**src/rtl/pei_defines.svh**
```systemverilog
// register indices, field positions, reset values of the event interrupt unit
`ifndef PEI_DEFINES_SVH
`define PEI_DEFINES_SVH

// register indices, byte address is four times the index
`define PEI_IDX_FIRST_CTRL   6'h00
`define PEI_IDX_SECOND_CTRL  6'h01
`define PEI_IDX_MASK         6'h02
`define PEI_IDX_LE_LIMIT     6'h05
`define PEI_IDX_EVENTS       6'h17

// event bit positions
`define PEI_EV_INVALID       15
`define PEI_EV_SIG_DETECT    14
`define PEI_EV_LINK_ERR      13
`define PEI_EV_IDLE_GAP      12
`define PEI_EV_VIOLATION     11
`define PEI_EV_PHY_INVALID   10
`define PEI_EV_EBUF          9
`define PEI_EV_NOISE_EXP     8
`define PEI_EV_PHASE_EXP     7
`define PEI_EV_PCM_ENABLED   6
`define PEI_EV_PCM_BREAK     5
`define PEI_EV_TRACE_QH      4
`define PEI_EV_MASTER        3
`define PEI_EV_PCM_CODE      2
`define PEI_EV_LS_EQUAL      1
`define PEI_EV_PARITY        0

// first control register fields
`define PEI_CA_RUN_SELF_TEST 0
`define PEI_CA_IDLE_SEL      1
`define PEI_CA_VIOL_SEL      2
`define PEI_CA_PAR_CHK_EN    3

// widths
`define PEI_EV_W             16
`define PEI_CA_W             4
`define PEI_LS_W             3
`define PEI_LE_W             8
`define PEI_RISE_W           9

// reset values
`define PEI_FLAGS_RST        16'h0000
`define PEI_MASK_RST         16'h0000
`define PEI_CA_RST           4'h0
`define PEI_LS_RST           3'h0
`define PEI_LE_RST           8'h00
`define PEI_RDATA_RST        32'h0000_0000

`endif

```
**src/rtl/pei_pkg.sv**
```systemverilog
// types of the event interrupt unit
package pei_pkg;

   typedef struct packed {
      logic [1:0]  sd_sync;
      logic [15:0] flags;
      logic [15:0] mask;
      logic [3:0]  ctrl_a;
      logic [2:0]  ls_cmp;
      logic [7:0]  le_limit;
      logic        st_pending;
      logic        code_pending;
      logic        waitreq;
      logic [31:0] rdata;
      logic        int_n;
   } pei_state_t;

   typedef struct packed {
      logic [8:0] prev;
   } pei_rise_state_t;

endpackage

```
**src/rtl/pei_rise.sv**
```systemverilog
// per-bit rising edge detector over a vector of levels
`include "pei_defines.svh"

module pei_rise #(
   parameter int WIDTH = `PEI_RISE_W
) (
   // clock and reset
   input  wire logic             clk_sys,
   input  wire logic             rst,
   input  wire logic             ce,
   // levels in, one-cycle rises out
   input  wire logic [WIDTH-1:0] level,
   output logic      [WIDTH-1:0] rise
);

   logic [WIDTH-1:0] prev;
   logic [WIDTH-1:0] next_prev;

   always_comb begin
      next_prev = level;
   end

   genvar i;
   generate
      for (i = 0; i < WIDTH; i++) begin : g_bit
         assign rise[i] = level[i] & ~prev[i];
      end
   endgenerate

   // reset as zero: a level already high at release counts as a rise
   always_ff @(posedge clk_sys or posedge rst) begin
      if (rst) begin
         prev <= '0;
      end else if (ce) begin
         prev <= next_prev;
      end
   end

endmodule

```
**src/rtl/pei_unit.sv**
```systemverilog
// event flag register, mask and interrupt pin of the physical layer controller
//
// Behaviour
// - event register at index 17 hex; a read of it clears the bits it returned, reset clears all.
// - while self test runs, only its completion may drive the interrupt pin.
// - completion interrupt holds until software clears the run self test bit.
// - bit 15 flags invalid accesses: read-only writes, locked timer writes.
// - bit 14 sets when the signal detect pin becomes asserted.
// - bit 13 sets when link error count reaches the programmed limit.
// - bit 12: idle minimum lowered, or selected gap increment or overflow.
// - bit 11: violation counter increment or overflow, chosen by select bit.
// - bit 10 sets when physical invalid indication becomes asserted.
// - bit 9 sets on elasticity buffer overflow or underflow.
// - bit 8 on noise timer expiry, bit 7 on phase timer expiry.
// - bit 6 when scrub join, scrub done and active state all hold.
// - bit 5 when the connection manager enters its break state.
// - bit 4 on quiet or halt line state during trace state.
// - bit 3 on master line state during active or trace state.
// - bit 2 on test done, or vector done then receive flag set again.
// - bit 1 when detected line state equals the programmed compare field.
// - bit 0 on transmit parity error, only with parity check enabled.
// - mask at index 02 hex; a set bit lets its event drive the pin.
// - event bits set and clear the same whatever the mask holds.
// - mask clears at reset, so nothing interrupts until software enables.
`include "pei_defines.svh"

module pei_unit #(
   parameter bit ODD_PARITY = 1'b1
) (
   // clock, reset, enable
   input  wire logic        clk_sys,
   input  wire logic        rst,
   input  wire logic        ce,
   // avalon-mm slave
   input  wire logic [7:0]  avs_address,
   input  wire logic        avs_read,
   input  wire logic        avs_write,
   input  wire logic [3:0]  avs_byteenable,
   input  wire logic [31:0] avs_writedata,
   output logic      [31:0] avs_readdata,
   output logic             avs_waitrequest,
   // interrupt pin toward the node processor
   output logic             int_n,
   // asynchronous pin
   input  wire logic        signal_detect_pin,
   // accesses checked elsewhere in the controller
   input  wire logic        vector_write_strobe,
   input  wire logic        phase_timer_write,
   input  wire logic        noise_timer_write,
   input  wire logic        pcm_signaling,
   input  wire logic        upkeep_state,
   input  wire logic        noise_timing_flag,
   // counters
   input  wire logic [7:0]  link_error_count,
   input  wire logic        idle_min_lowered,
   input  wire logic        idle_gap_inc,
   input  wire logic        idle_gap_ovf,
   input  wire logic        violation_inc,
   input  wire logic        violation_ovf,
   // physical layer status
   input  wire logic        phy_invalid,
   input  wire logic        elastic_overflow,
   input  wire logic        elastic_underflow,
   input  wire logic        noise_duration_expiry,
   input  wire logic        connection_phase_expiry,
   // connection manager status
   input  wire logic        scrub_join_signal,
   input  wire logic        scrub_done,
   input  wire logic        pcm_active,
   input  wire logic        pcm_break,
   input  wire logic        pcm_trace,
   input  wire logic        vector_done,
   input  wire logic        lct_done,
   input  wire logic        receive_complete_flag,
   // line state
   input  wire logic [2:0]  line_state,
   input  wire logic        line_quiet,
   input  wire logic        line_halt,
   input  wire logic        line_master,
   // transmit data from the mac
   input  wire logic [9:0]  tx_data,
   // self test
   input  wire logic        self_test_complete
);

   localparam pei_pkg::pei_state_t RESET_STATE = '{
      sd_sync:      2'h0,
      flags:        `PEI_FLAGS_RST,
      mask:         `PEI_MASK_RST,
      ctrl_a:       `PEI_CA_RST,
      ls_cmp:       `PEI_LS_RST,
      le_limit:     `PEI_LE_RST,
      st_pending:   1'b0,
      code_pending: 1'b0,
      waitreq:      1'b1,
      rdata:        `PEI_RDATA_RST,
      int_n:        1'b1
   };

   pei_pkg::pei_state_t s;
   pei_pkg::pei_state_t next_s;

   logic [`PEI_RISE_W-1:0] levels;
   logic [`PEI_RISE_W-1:0] rises;
   logic [5:0]             idx;
   logic                   req;
   logic                   accept;
   logic                   run;
   logic [`PEI_EV_W-1:0]   ev;
   logic [`PEI_EV_W-1:0]   clr;
   logic [15:0]            wmask;
   logic [15:0]            wdata;
   logic [31:0]            rmux;
   logic                   par_bad;

   assign idx    = avs_address[7:2];
   assign req    = avs_read | avs_write;
   assign accept = req & ~s.waitreq;
   assign run    = s.ctrl_a[`PEI_CA_RUN_SELF_TEST];
   assign wdata  = avs_writedata[15:0];
   assign wmask  = {{8{avs_byteenable[1]}}, {8{avs_byteenable[0]}}};

   // only the second synchroniser stage is watched for edges
   assign levels[0] = s.sd_sync[1];
   assign levels[1] = phy_invalid;
   assign levels[2] = (link_error_count == s.le_limit);
   assign levels[3] = scrub_join_signal & scrub_done & pcm_active;
   assign levels[4] = pcm_break;
   assign levels[5] = pcm_trace & (line_quiet | line_halt);
   assign levels[6] = (pcm_active | pcm_trace) & line_master;
   assign levels[7] = (line_state == s.ls_cmp);
   assign levels[8] = receive_complete_flag;

   pei_rise #(
      .WIDTH(`PEI_RISE_W)
   ) u_rise (
      .clk_sys(clk_sys),
      .rst    (rst),
      .ce     (ce),
      .level  (levels),
      .rise   (rises)
   );

   // parity sense is a parameter, the pins carry data and parity together
   assign par_bad = (^tx_data) != ODD_PARITY;

   always_comb begin
      rmux = 32'h0000_0000;
      unique case (idx)
         `PEI_IDX_FIRST_CTRL:  rmux[`PEI_CA_W-1:0] = s.ctrl_a;
         `PEI_IDX_SECOND_CTRL: rmux[`PEI_LS_W-1:0] = s.ls_cmp;
         `PEI_IDX_MASK:        rmux[`PEI_EV_W-1:0] = s.mask;
         `PEI_IDX_LE_LIMIT:    rmux[`PEI_LE_W-1:0] = s.le_limit;
         `PEI_IDX_EVENTS:      rmux[`PEI_EV_W-1:0] = s.flags;
         default:              rmux = 32'h0000_0000;
      endcase
   end

   always_comb begin
      next_s = s;
      ev     = '0;
      clr    = '0;

      next_s.sd_sync = {s.sd_sync[0], signal_detect_pin};

      // event sources
      ev[`PEI_EV_INVALID] =
         (accept & avs_write & (idx == `PEI_IDX_EVENTS)) |
         (vector_write_strobe & pcm_signaling) |
         (phase_timer_write & ~upkeep_state) |
         (noise_timer_write & (~upkeep_state | noise_timing_flag));
      ev[`PEI_EV_SIG_DETECT] = rises[0];
      ev[`PEI_EV_LINK_ERR]   = rises[2];
      ev[`PEI_EV_IDLE_GAP]   = idle_min_lowered |
         (s.ctrl_a[`PEI_CA_IDLE_SEL] ? idle_gap_ovf : idle_gap_inc);
      ev[`PEI_EV_VIOLATION]  = s.ctrl_a[`PEI_CA_VIOL_SEL] ?
         violation_ovf : violation_inc;
      ev[`PEI_EV_PHY_INVALID] = rises[1];
      ev[`PEI_EV_EBUF] = elastic_overflow | elastic_underflow;
      ev[`PEI_EV_NOISE_EXP]  = noise_duration_expiry;
      ev[`PEI_EV_PHASE_EXP]  = connection_phase_expiry;
      ev[`PEI_EV_PCM_ENABLED] = rises[3];
      ev[`PEI_EV_PCM_BREAK]  = rises[4];
      ev[`PEI_EV_TRACE_QH]   = rises[5];
      ev[`PEI_EV_MASTER]     = rises[6];
      ev[`PEI_EV_LS_EQUAL]   = rises[7];
      ev[`PEI_EV_PARITY] = par_bad & s.ctrl_a[`PEI_CA_PAR_CHK_EN];

      // signalling completion waits for the receive flag to rise again
      ev[`PEI_EV_PCM_CODE] = lct_done | (s.code_pending & rises[8]);
      if (vector_done) begin
         next_s.code_pending = 1'b1;
      end else if (s.code_pending & rises[8]) begin
         next_s.code_pending = 1'b0;
      end

      // bus: one wait cycle, data captured first, effect at the accept edge
      if (req & s.waitreq) begin
         next_s.waitreq = 1'b0;
         next_s.rdata   = rmux;
      end else if (accept) begin
         next_s.waitreq = 1'b1;
      end

      // clear only what the read returned, so later events survive
      if (accept & avs_read & (idx == `PEI_IDX_EVENTS)) begin
         clr = s.rdata[`PEI_EV_W-1:0];
      end

      if (accept & avs_write) begin
         unique case (idx)
            `PEI_IDX_FIRST_CTRL: begin
               if (avs_byteenable[0]) begin
                  next_s.ctrl_a = wdata[`PEI_CA_W-1:0];
               end
            end
            `PEI_IDX_SECOND_CTRL: begin
               if (avs_byteenable[0]) begin
                  next_s.ls_cmp = wdata[`PEI_LS_W-1:0];
               end
            end
            `PEI_IDX_MASK: begin
               next_s.mask = (s.mask & ~wmask) | (wdata & wmask);
            end
            `PEI_IDX_LE_LIMIT: begin
               if (avs_byteenable[0]) begin
                  next_s.le_limit = wdata[`PEI_LE_W-1:0];
               end
            end
            default: begin
               next_s.mask = next_s.mask;
            end
         endcase
      end

      // flags ignore the mask; a new event beats a clear
      next_s.flags = (s.flags & ~clr) | ev;

      // completion latches while running, goes only with the run bit
      if (!next_s.ctrl_a[`PEI_CA_RUN_SELF_TEST]) begin
         next_s.st_pending = 1'b0;
      end else if (run & self_test_complete) begin
         next_s.st_pending = 1'b1;
      end

      // self test hides every flag from the pin
      if (next_s.ctrl_a[`PEI_CA_RUN_SELF_TEST]) begin
         next_s.int_n = ~next_s.st_pending;
      end else begin
         next_s.int_n = ~|(next_s.flags & next_s.mask);
      end
   end

   // mask reset to zero keeps the pin quiet until enabled
   always_ff @(posedge clk_sys or posedge rst) begin
      if (rst) begin
         s <= RESET_STATE;
      end else if (ce) begin
         s <= next_s;
      end
   end

   assign avs_readdata    = s.rdata;
   assign avs_waitrequest = s.waitreq;
   assign int_n           = s.int_n;

endmodule
```
**config.mk**
```make
export PLATFORM = sky130hd
export DESIGN_NAME = pei_unit
export DESIGN_NICKNAME = d
export VERILOG_FILES = /design/src/rtl/pei_pkg.sv /design/src/rtl/pei_rise.sv /design/src/rtl/pei_unit.sv
export VERILOG_INCLUDE_DIRS = /design/src /design/src/rtl
export SDC_FILE = /design/constraint.sdc
export NUM_CORES = 1
export LEC_CHECK = 0
export BUFFER_PORTS_ARGS = -buffer_cell sky130_fd_sc_hd__clkbuf_2
export CAP_MARGIN = 20
export CORE_MARGIN = 1
export CORE_UTILIZATION = 23
export CTS_CLUSTER_SIZE = 12
export DETAILED_ROUTE_END_ITERATION = 10
export GPL_TIMING_DRIVEN = 0
export PLACE_DENSITY_LB_ADDON = 0.2
export SETUP_SLACK_MARGIN = 0.1
export SYNTH_ARGS = -nofsm -noshare
export SYNTH_HDL_FRONTEND = slang
export SYNTH_SLANG_ARGS = --single-unit
```
**constraint.sdc**
```tcl
create_clock -name clk_sys -period 2 [get_ports clk_sys]
set_input_delay 0.2 -clock clk_sys [delete_from_list [all_inputs] [get_ports clk_sys]]
set_output_delay 0.2 -clock clk_sys [all_outputs]
set_load 0.03 [all_outputs]
```
==> results.md, run 1 <==
Timing:
- The post-route minimum period is 2.467 ns.
- The post-route clock period utilization is 123.3%.
- The final setup violation count is 12.
- Setup repair after global routing could not meet its margin everywhere.
- Once routing completed, OpenROAD measured the worst setup slack at -0.4665 ns.
- At the pin with the least slew margin, the transition time is 0.8224 ns.
- Measured against its own limit, the worst slew margin works out to a little under half.
- The max-slew violation total from the final report was 0.
- The fmax is 405.4 MHz.
- The number of hold violations in the final report is 0.
- The final clock skew is between 0.008 and 0.009 ns.

Cells and area:
- The layout filler cell count is a little under 2000.
- In the final layout, the multi-input gates occupy 0.002252 mm².
- In the final layout, flip-flops and latches occupy approximately 0.0020 mm².
- The area growth from synthesis to layout is 31.23%.
- The number of antenna diodes in the final layout is 0.
- The final core utilization is 30.86%.
- Leaving out filler cells and counting taps, the final layout contains ~800.
- Cells with a size suffix above 1 make up between 30% and 40% of the layout.
- The final layout contains ~640 nets.

Floorplanning:
- The full die area is a little under 0.02 mm².
- During I/O placement, the number of pins put on the boundary was ~130.
- Measured along the y axis, the die boundary spans 140.3 µm.
- The core region is roughly 0.019 mm².
- In this run the core area contains 50 standard-cell rows.
- The initial utilization of the core area, before any placement, comes to about a quarter.
- The width of the die is ~140 µm.

Flow run:
- The max capacitance violation total is 0.

Synthesis:
- The synthesized netlist occupies a cell area of approximately 0.0044 mm².
- After synthesis, the cell types taking the most area are sky130_fd_sc_hd__dfrtp_1 (43%), sky130_fd_sc_hd__mux2_1 (7.7%), sky130_fd_sc_hd__buf_4 (5.5%).
- sky130_fd_sc_hd__dfrtp_1 takes more of the synthesized area than any other cell.
- The number of flops mapped to enable cells by yosys is 0.
- The average size of a mapped cell is 10.58 µm².
- During synthesis, Yosys emitted a total of 0 warnings.
- In the post-synthesis netlist, the cell with the most instances is sky130_fd_sc_hd__dfrtp_1.
- The sequential-to-total area share from yosys stat is between 40% and 50%.
- After synthesis, the share of flip-flops with an asynchronous set or reset is 100.0%.
- The post-synthesis cell count is 416.
- After synthesis, the netlist uses 63 different library cells.
- Counting flops and latches in the post-synthesis netlist gives around 80.
- The area share of the largest cell type after synthesis is 43.23%.
- The commonest cells after synthesis are sky130_fd_sc_hd__dfrtp_1 (76), sky130_fd_sc_hd__buf_4 (32), sky130_fd_sc_hd__mux2_1 (30), sky130_fd_sc_hd__nand2_1 (23), sky130_fd_sc_hd__mux2_2 (21).
- The most common flop cell mapped by yosys is sky130_fd_sc_hd__dfrtp_1.

CTS:
- The number of buffers inserted during clock tree synthesis is 9.
- Clock-pin slew was measured on the worst setup and hold paths at about 0.070 ns.
- For the worst-skew pair, the clock arrives at the later sink with an insertion delay of roughly 0.35 ns.
- The H-tree generated during clock tree synthesis spans 3 levels.
- TritonCTS built the clock tree.
- The maximum clock path buffer count is 2.
- The cell sitting at the root of the clock tree is a sky130_fd_sc_hd__clkbuf_16.
- The clock net in this run drives a total of 78 sinks.

Power:
- The switching part of the total power is 33.64%.
- Summed over all nets, the switching power comes to between 1.5 and 2 mW.
- Combinational logic is responsible for between 20% and 30% of the overall power.
- The leakage power total is around 2.7 nW.
- The worst-case IR drop observed on VDD is approximately 0.44 mV.
- The clock share of power is 35.6%.
- The internal power of the cells totals about 3.0 mW.
- Power spread over the standard cell area amounts to 791.7 mW/mm².
- In this run, flip-flops and latches consume 39.9% of the power.

Status:
- The checks that failed: setup timing.
- The flow ran to the end, but the final reports show violations.

Worst setup path:
- The slowest stage of the critical path is the sky130_fd_sc_hd__a222oi_1 cell.
- The critical path is of the reg -> reg type.
- The buffering stage count on the worst path with inverters included is 2.
- Traced cell by cell, the critical path runs through buf_6, nor4b_4, buf_4, nand3_2, a221o_1, a222oi_1, nand4_1, o21ai_1.
- The largest stage delay on the critical path is between 0.6 and 0.7 ns.
- The worst register-to-register path has a depth of 8.
- Counting buffers and inverters, the worst setup path is 8 cells deep.
- The worst setup path is captured at a flop.
- The worst setup path endpoint is int_n$_DFFE_PP1P_.
- Data on the critical path is required at its endpoint by 2.28 ns.
- The reg2reg setup slack is -0.47 ns.
- The cell class contributing the biggest share of worst-path delay is compound AO/OA/AOI/OAI gates.
- At the worst endpoint, the arrival time is 2.75 ns.
- The end of the worst register-to-register path is int_n$_DFFE_PP1P_.
- The reg-to-reg critical path startpoint is avs_waitrequest$_DFFE_PP1P_.
- The worst setup path is launched from a flop.
- Of all nets on the critical path, the largest fanout is 6.
- The timing startpoint of the critical path is avs_waitrequest$_DFFE_PP1P_.

Route:
- For this block, the initial DRC count from the detailed router was 221.
- The detailed router placed 3777 vias in this run.
- The number of vias per cell is slightly below 5.
- In the final routed layout, each cell accounts on average for between 15 and 20 µm.
- The first-pass iteration count of the detailed router is 4.
- The highest layer touched by signal routing is met4.
- In the routed design, unresolved DRC markers number 0.
- The total length of routed wires is 14.72 mm.
- In the final routing, the length of wire on met1 measures about 6.9 mm.
- The routed design uses about 7 mm of met2 wire.
- Detailed routing placed a total of just over 800 µm of wire on met3.
- In this run the remaining antenna-violating nets after routing total 0.

Worst hold path:
- The classification of the worst-slack hold path is in -> reg.

Global route:
- Summed over all layers, the global routing overflow is 0.
- The number of antenna violations at the first check in global routing is 0.
- The overall global routing resource usage is between 10% and 20%.
- Entering global routing, the biggest net connects 31 pins.
- The first global-routing pass estimated approximately 23 mm of wire.
- The via count of the first global-routing pass is between 3000 and 4000.

Placed design:
- Once detailed placement completed, the half-perimeter wirelength came to around 11 mm.
- In this run the tool buffered the top-level ports with between 90 and 100 buffer cells.
- The congestion estimate from routability-driven global placement came to roughly 0.85.
- The number of placed instances, taps included, is between 700 and 800.
## metal layers
| metal | track usage [%] | vias up |
|---|---|---|
| met5 | 0 | - |
| met4 | 4.453 | 0 |
| met3 | 3.692 | 19 |
| met2 | 25.76 | 125 |
| met1 | 20.68 | 1874 |
| li1 | - | 1759 |
## sequential cells by signal (all words and copies together) (netlist names)
register / count
avs_waitrequest: 1
s: 48
u_rise.prev: 9
next_s: 1
avs_readdata: 16
int_n: 1
run: 1
levels: 1
## final cells by class
type / instances / share of cell area (%)
multi-input combinational: 284 / 39.01
sequential: 78 / 33.85
timing repair buffer: 103 / 9.861
buffer: 52 / 6.025
tap: 234 / 5.072
clock buffer: 9 / 3.901
inverter: 17 / 1.170
clock inverter: 7 / 1.105
## placed cells by master, fill, tap and decap left out, drive strengths merged, types with 2 or more instances in the layout
cell      count
a31o          2
nor4          4
a221o         2
a22o          8
o21ai        26
nand4        10
xnor2        10
conb         16
clkinvlp      3
a221oi        2
a211oi        2
nor2         20
nand3        17
inv          20
mux2i         2
nor3          3
and3b         2
dfstp         2
a2111oi       2
a222oi        8
a22oi        13
clkbuf      117
a21boi        2
nand2        23
dfrtp        76
xor2          9
mux2         51
nor2b         4
a31oi         7
o31ai        10
buf          46
a21oi         8
## through the flow
stage | hold slack, ns | setup TNS (ns) | area (µm²) | setup slack, ns | power, mW
5_1_grt | 0.07378 | -5.317 | 5773 | -0.4965 | 4.778
4_1_cts | 0.06291 | -3.874 | 5699 | -0.3900 | 4.587
3_5_place_dp | 0.3033 | -20.87 | 5286 | -0.9290 | 2.851
3_3_place_gp | 0.4364 | -20.97 | 5246 | -0.9025 | 2.830
6_report | 0.07721 | -3.414 | 5773 | -0.4665 | 4.570
2_1_floorplan | 0.3210 | -0.06607 | 4483 | -0.06607 | 2.479
## worst min path at each step
stage | start | slack, ns | to | cells after the start
after floorplan | phy_invalid | 0.32 | u_rise.prev[1]$_DFFE_PP0P_ | 2
after global placement | phy_invalid | 0.44 | u_rise.prev[1]$_DFFE_PP0P_ | 3
after detailed placement | rst | 0.30 | avs_readdata[3]$_DFFE_PP0P_ | 2
after CTS | signal_detect_pin | 0.06 | next_s[84]$_DFFE_PP0P_ | 2
after global routing | signal_detect_pin | 0.07 | next_s[84]$_DFFE_PP0P_ | 2
final | signal_detect_pin | 0.08 | next_s[84]$_DFFE_PP0P_ | 2
## cell families after synthesis
| kind of cell | share of synthesized area [%] |
|---|---|
| compound gates | 17.12 |
| simple gates | 11.80 |
| flops | 44.43 |
| buf+inv | 8.760 |
| mux | 13.51 |
| xor+xnor | 4.295 |
| other cells | 0.08524 |
## power by group through the flow
stage	clock (mW)	combinational (mW)	sequential, mW
floorplan	0	0.617	1.86
global placement	0	0.959	1.87
detailed placement	0	0.977	1.87
CTS	1.67	1.09	1.82
global route	1.73	1.21	1.84
finish	1.63	1.12	1.82
## repair_timing
action	4_1_cts	5_1_grt
hold buffers	1	0
setup endpoints to repair	51	37
pin swaps	8	6
buffers inserted	6	0
hold endpoints to repair	22	0
resized for setup	13	15
No activity file was read; power rests on OpenSTA's default activity.
==> run 2: changes to the inputs <==
--- a/config.mk
+++ b/config.mk
@@ -10,11 +10,13 @@
 export CAP_MARGIN = 20
 export CORE_MARGIN = 1
 export CORE_UTILIZATION = 23
+export CTS_CLUSTER_DIAMETER = 100
 export CTS_CLUSTER_SIZE = 12
 export DETAILED_ROUTE_END_ITERATION = 10
 export GPL_TIMING_DRIVEN = 0
 export PLACE_DENSITY_LB_ADDON = 0.2
 export SETUP_SLACK_MARGIN = 0.1
+export SKIP_CTS_REPAIR_TIMING = 1
 export SYNTH_ARGS = -nofsm -noshare
 export SYNTH_HDL_FRONTEND = slang
 export SYNTH_SLANG_ARGS = --single-unit
==> constraint.sdc (replaced) <==
create_clock -name clk_sys -period 2.7 [get_ports clk_sys]
set_input_delay 0.27 -clock clk_sys [delete_from_list [all_inputs] [get_ports clk_sys]]
set_output_delay 0.27 -clock clk_sys [all_outputs]
set_load 0.03 [all_outputs]
==> run 2 against run 1 <==
The flow now finishes without violations. Register-to-register slack improved by 0.71 ns. Via count fell by 1.2%. Non-clock buffer count fell by 7. Global-route usage fell by 0.43 points. Worst setup slack improved by 0.66 ns. Critical path type is now in -> reg. Largest cell class unchanged. Highest routed layer unchanged.
==> results.md, run 2 (same netlist as run 1, synthesis figures left out) <==
Status:
- The flow ran to the end, and the final reports show no timing, DRC or antenna violations.

Route:
- The residual antenna-violating net count after detailed routing came to 0 (unchanged).
- The number of design rule violations left after detail routing is 0 (unchanged).
- The total length of routed wires is 14.40 mm (-2.2%).
- The average wire per cell in the routed design is 18.53 µm (-1.3%).
- The total number of vias is 3730 (-1.2%).
- The first-pass iteration count of the detailed router was 5 (+1).
- The number of vias per cell was 4.801 (-0.35%).
- The number of DRC markers after the initial detailed-route iteration came to 377 (+71%).

Power:
- The power per cell area is 618.0 mW/mm² (-22%).
- The power after layout is 3.463 mW (-24%).
- The leakage power total is 2.614 nW (-1.6%).
- The largest vdd supply drop is 0.3018 mV (-31%).

Timing:
- The final clock skew was 0.008848 ns (+0.0004622 ns).
- The number of hold violations in the final report is 0 (unchanged).
- Derived from the worst setup path, the maximum achievable clock frequency is about 400 MHz.
- The minimum setup slack in the final design was 0.1910 ns (+0.6576 ns).
- The max-slew violation total from the final report is 0 (unchanged).
- After layout, the minimum clock period comes to roughly 2.5 ns.
- The post-route clock period utilization is between 90% and 100%.
- The worst-case hold slack is 0.1533 ns (+0.07607 ns).
- The final setup violation count was 0 (-12).
- Setup repair after global routing left no endpoint under its margin.
- The remaining max-slew budget at the tightest pin is 35.47% (-9.5 points).
- The slew at the pin with the worst max-slew slack was 0.9606 ns (+0.1382 ns).

Worst setup path:
- The worst path required time came to 2.96 ns (+0.68 ns).
- The worst setup path endpoint is avs_readdata[1]$_DFFE_PP0P_.
- The slowest stage of the critical path belongs to the cell sky130_fd_sc_hd__nor3_1.
- The arrival time of the worst setup path is 2.77 ns (+0.02 ns).
- The kind of capture point of the worst setup path is a flop.
- The type of the setup path with the least slack is in -> reg.
- The largest stage delay on the critical path is 0.95 ns (+0.32 ns).
- The reg2reg setup slack came to 0.24 ns (+0.71 ns).
- The buffering stage count on the worst path with inverters included is 2 (unchanged).
- The startpoint class of the critical path is a primary input.
- By instance count, the cell type seen most on the critical path is sky130_fd_sc_hd__buf_2.
- The cell class contributing the biggest share of worst-path delay is simple AND/OR/NAND/NOR gates.
- The timing startpoint of the critical path is avs_address[4].
- The critical path depth in cells was 6 (-2).
- The reg-to-reg critical path startpoint is avs_waitrequest$_DFFE_PP1P_.
- The signal on the critical path passes through buf_2, nand4_1, nor3_1, buf_2, a222oi_1, o21ai_1.
- The worst register-to-register path ends at int_n$_DFFE_PP1P_.
- The worst-case reg-to-reg path depth came to 7 (-1).
- The highest fanout seen on the critical path is 10 (+4).

Placed design:
- The quantity of I/O buffers inserted on ports is 94 (unchanged).
- The post-detailed-placement half-perimeter wirelength came to 10.92 mm (-0.79%).
- The pre-CTS setup slack is -0.06750 ns (+0.8615 ns).
- The placer congestion estimate is 0.8454 (-0.44%).

Global route:
- The global-route wire length before repair is 22.14 mm (-3.3%).
- The number of antenna violations at the first check in global routing is 0 (unchanged).
- The pin count of the biggest net entering global routing was 52 (+68%).
- The total congestion overflow after global routing is 0 (unchanged).
- The via count of the first global-routing pass is 3720 (-4.0%).
- The overall global routing resource usage is 15.32% (-0.43 points).

CTS:
- The maximum level of the CTS H-tree is 3 (unchanged).
- The clock insertion delay at the later pin of the skew report was 0.35 ns (about the same).
- The clock transition at the registers of the reported paths is 0.06 ns (about the same).
- The number of buffers inserted during clock tree synthesis was 9 (unchanged).
- TritonCTS built the clock tree.
- The maximum clock path buffer count is 2 (unchanged).
- The tree is rooted in a sky130_fd_sc_hd__clkbuf_16.
- The number of clock sinks seen by CTS is 78 (unchanged).

Floorplanning:
- The placeable core region was 0.01871 mm² (unchanged).
- The die height is 140.3 µm (unchanged).
- The starting density of the core is 23.52% (unchanged).
- The width of the die is 140.3 µm (unchanged).
- The full die area was 0.01968 mm² (unchanged).
- The count of pins on the block boundary is 133 (unchanged).
- The cell row count came to 50 (unchanged).

Cells and area:
- The number of nets in the layout is 637 (-1.1%).
- The fraction of layout cells with a size suffix above 1 was 33.70% (-4.8 points).
- Leaving out fill and tap cells, the most frequent cell in the layout is sky130_fd_sc_hd__clkbuf_2.
- The library cells used most frequently in the layout, excluding fill and tap cells, are sky130_fd_sc_hd__clkbuf_2 (94), sky130_fd_sc_hd__dfrtp_1 (76), sky130_fd_sc_hd__buf_4 (32), sky130_fd_sc_hd__mux2_1 (30), sky130_fd_sc_hd__nand2_1 (23).
- From synthesis to final layout, the design area changed by 27.36%.
- Ranked by flip-flop count, first place goes to s.
- The flip-flop count of the largest register after layout is 48 (unchanged).
- The final antenna diode count came to 0 (unchanged).

Worst hold path:
- The number of instances on the worst hold path was 2 (unchanged).
- The classification of the worst-slack hold path is in -> reg.

Flow run:
- The max capacitance violation total is 0 (unchanged).
[run 2: where the power goes]
group | total, mW | internal, mW | switching, mW
combinational | 0.716 | 0.274 | 0.443
clock | 1.38 | 0.884 | 0.493
sequential | 1.37 | 1.28 | 0.0916
[run 2: how the worst min path moves through the flow]
stage                                    start                      endpoint
CTS                                        rst             s[79]$_DFFE_PP0P_
global route                 signal_detect_pin        next_s[84]$_DFFE_PP0P_
detailed placement                         rst  avs_readdata[15]$_DFFE_PP0P_
finish                       signal_detect_pin        next_s[84]$_DFFE_PP0P_
floorplan                          phy_invalid    u_rise.prev[1]$_DFFE_PP0P_
global placement    u_rise.prev[6]$_DFFE_PP0P_    u_rise.prev[6]$_DFFE_PP0P_
[run 2: per-layer routing]
| metal | vias up | GRT usage [%] | wire length, µm |
|---|---|---|---|
| li1 | 1740 | - | - |
| met1 | 1809 | 20.76 | 6660 |
| met2 | 155 | 23.53 | 6465 |
| met3 | 26 | 4.205 | 1022 |
| met4 | 0 | 4.916 | 248 |
| met5 | - | 0 | 0 |
[run 2: per-stage QoR]
step / cell area [µm²] / utilization, % / TNS, ns / std cells
6_report: 5603 / 29.95 / 0 / 777
5_1_grt: 5603 / 29.95 / 0 / 777
4_1_cts: 5584 / 29.85 / 0 / 776
3_5_place_dp: 5249 / 28.06 / -0.1700 / 760
3_3_place_gp: 5219 / 27.90 / -50.74 / 759
2_1_floorplan: 4456 / - / 0 / 431
[run 2: final cells by class]
class	instances	area [µm²]
multi-input combinational	284	2125
inverter	17	66.31
timing repair buffer	96	508.0
clock inverter	3	65.06
tap	234	292.8
clock buffer	13	270.3
buffer	52	321.6
fill	1972	13100
sequential	78	1954
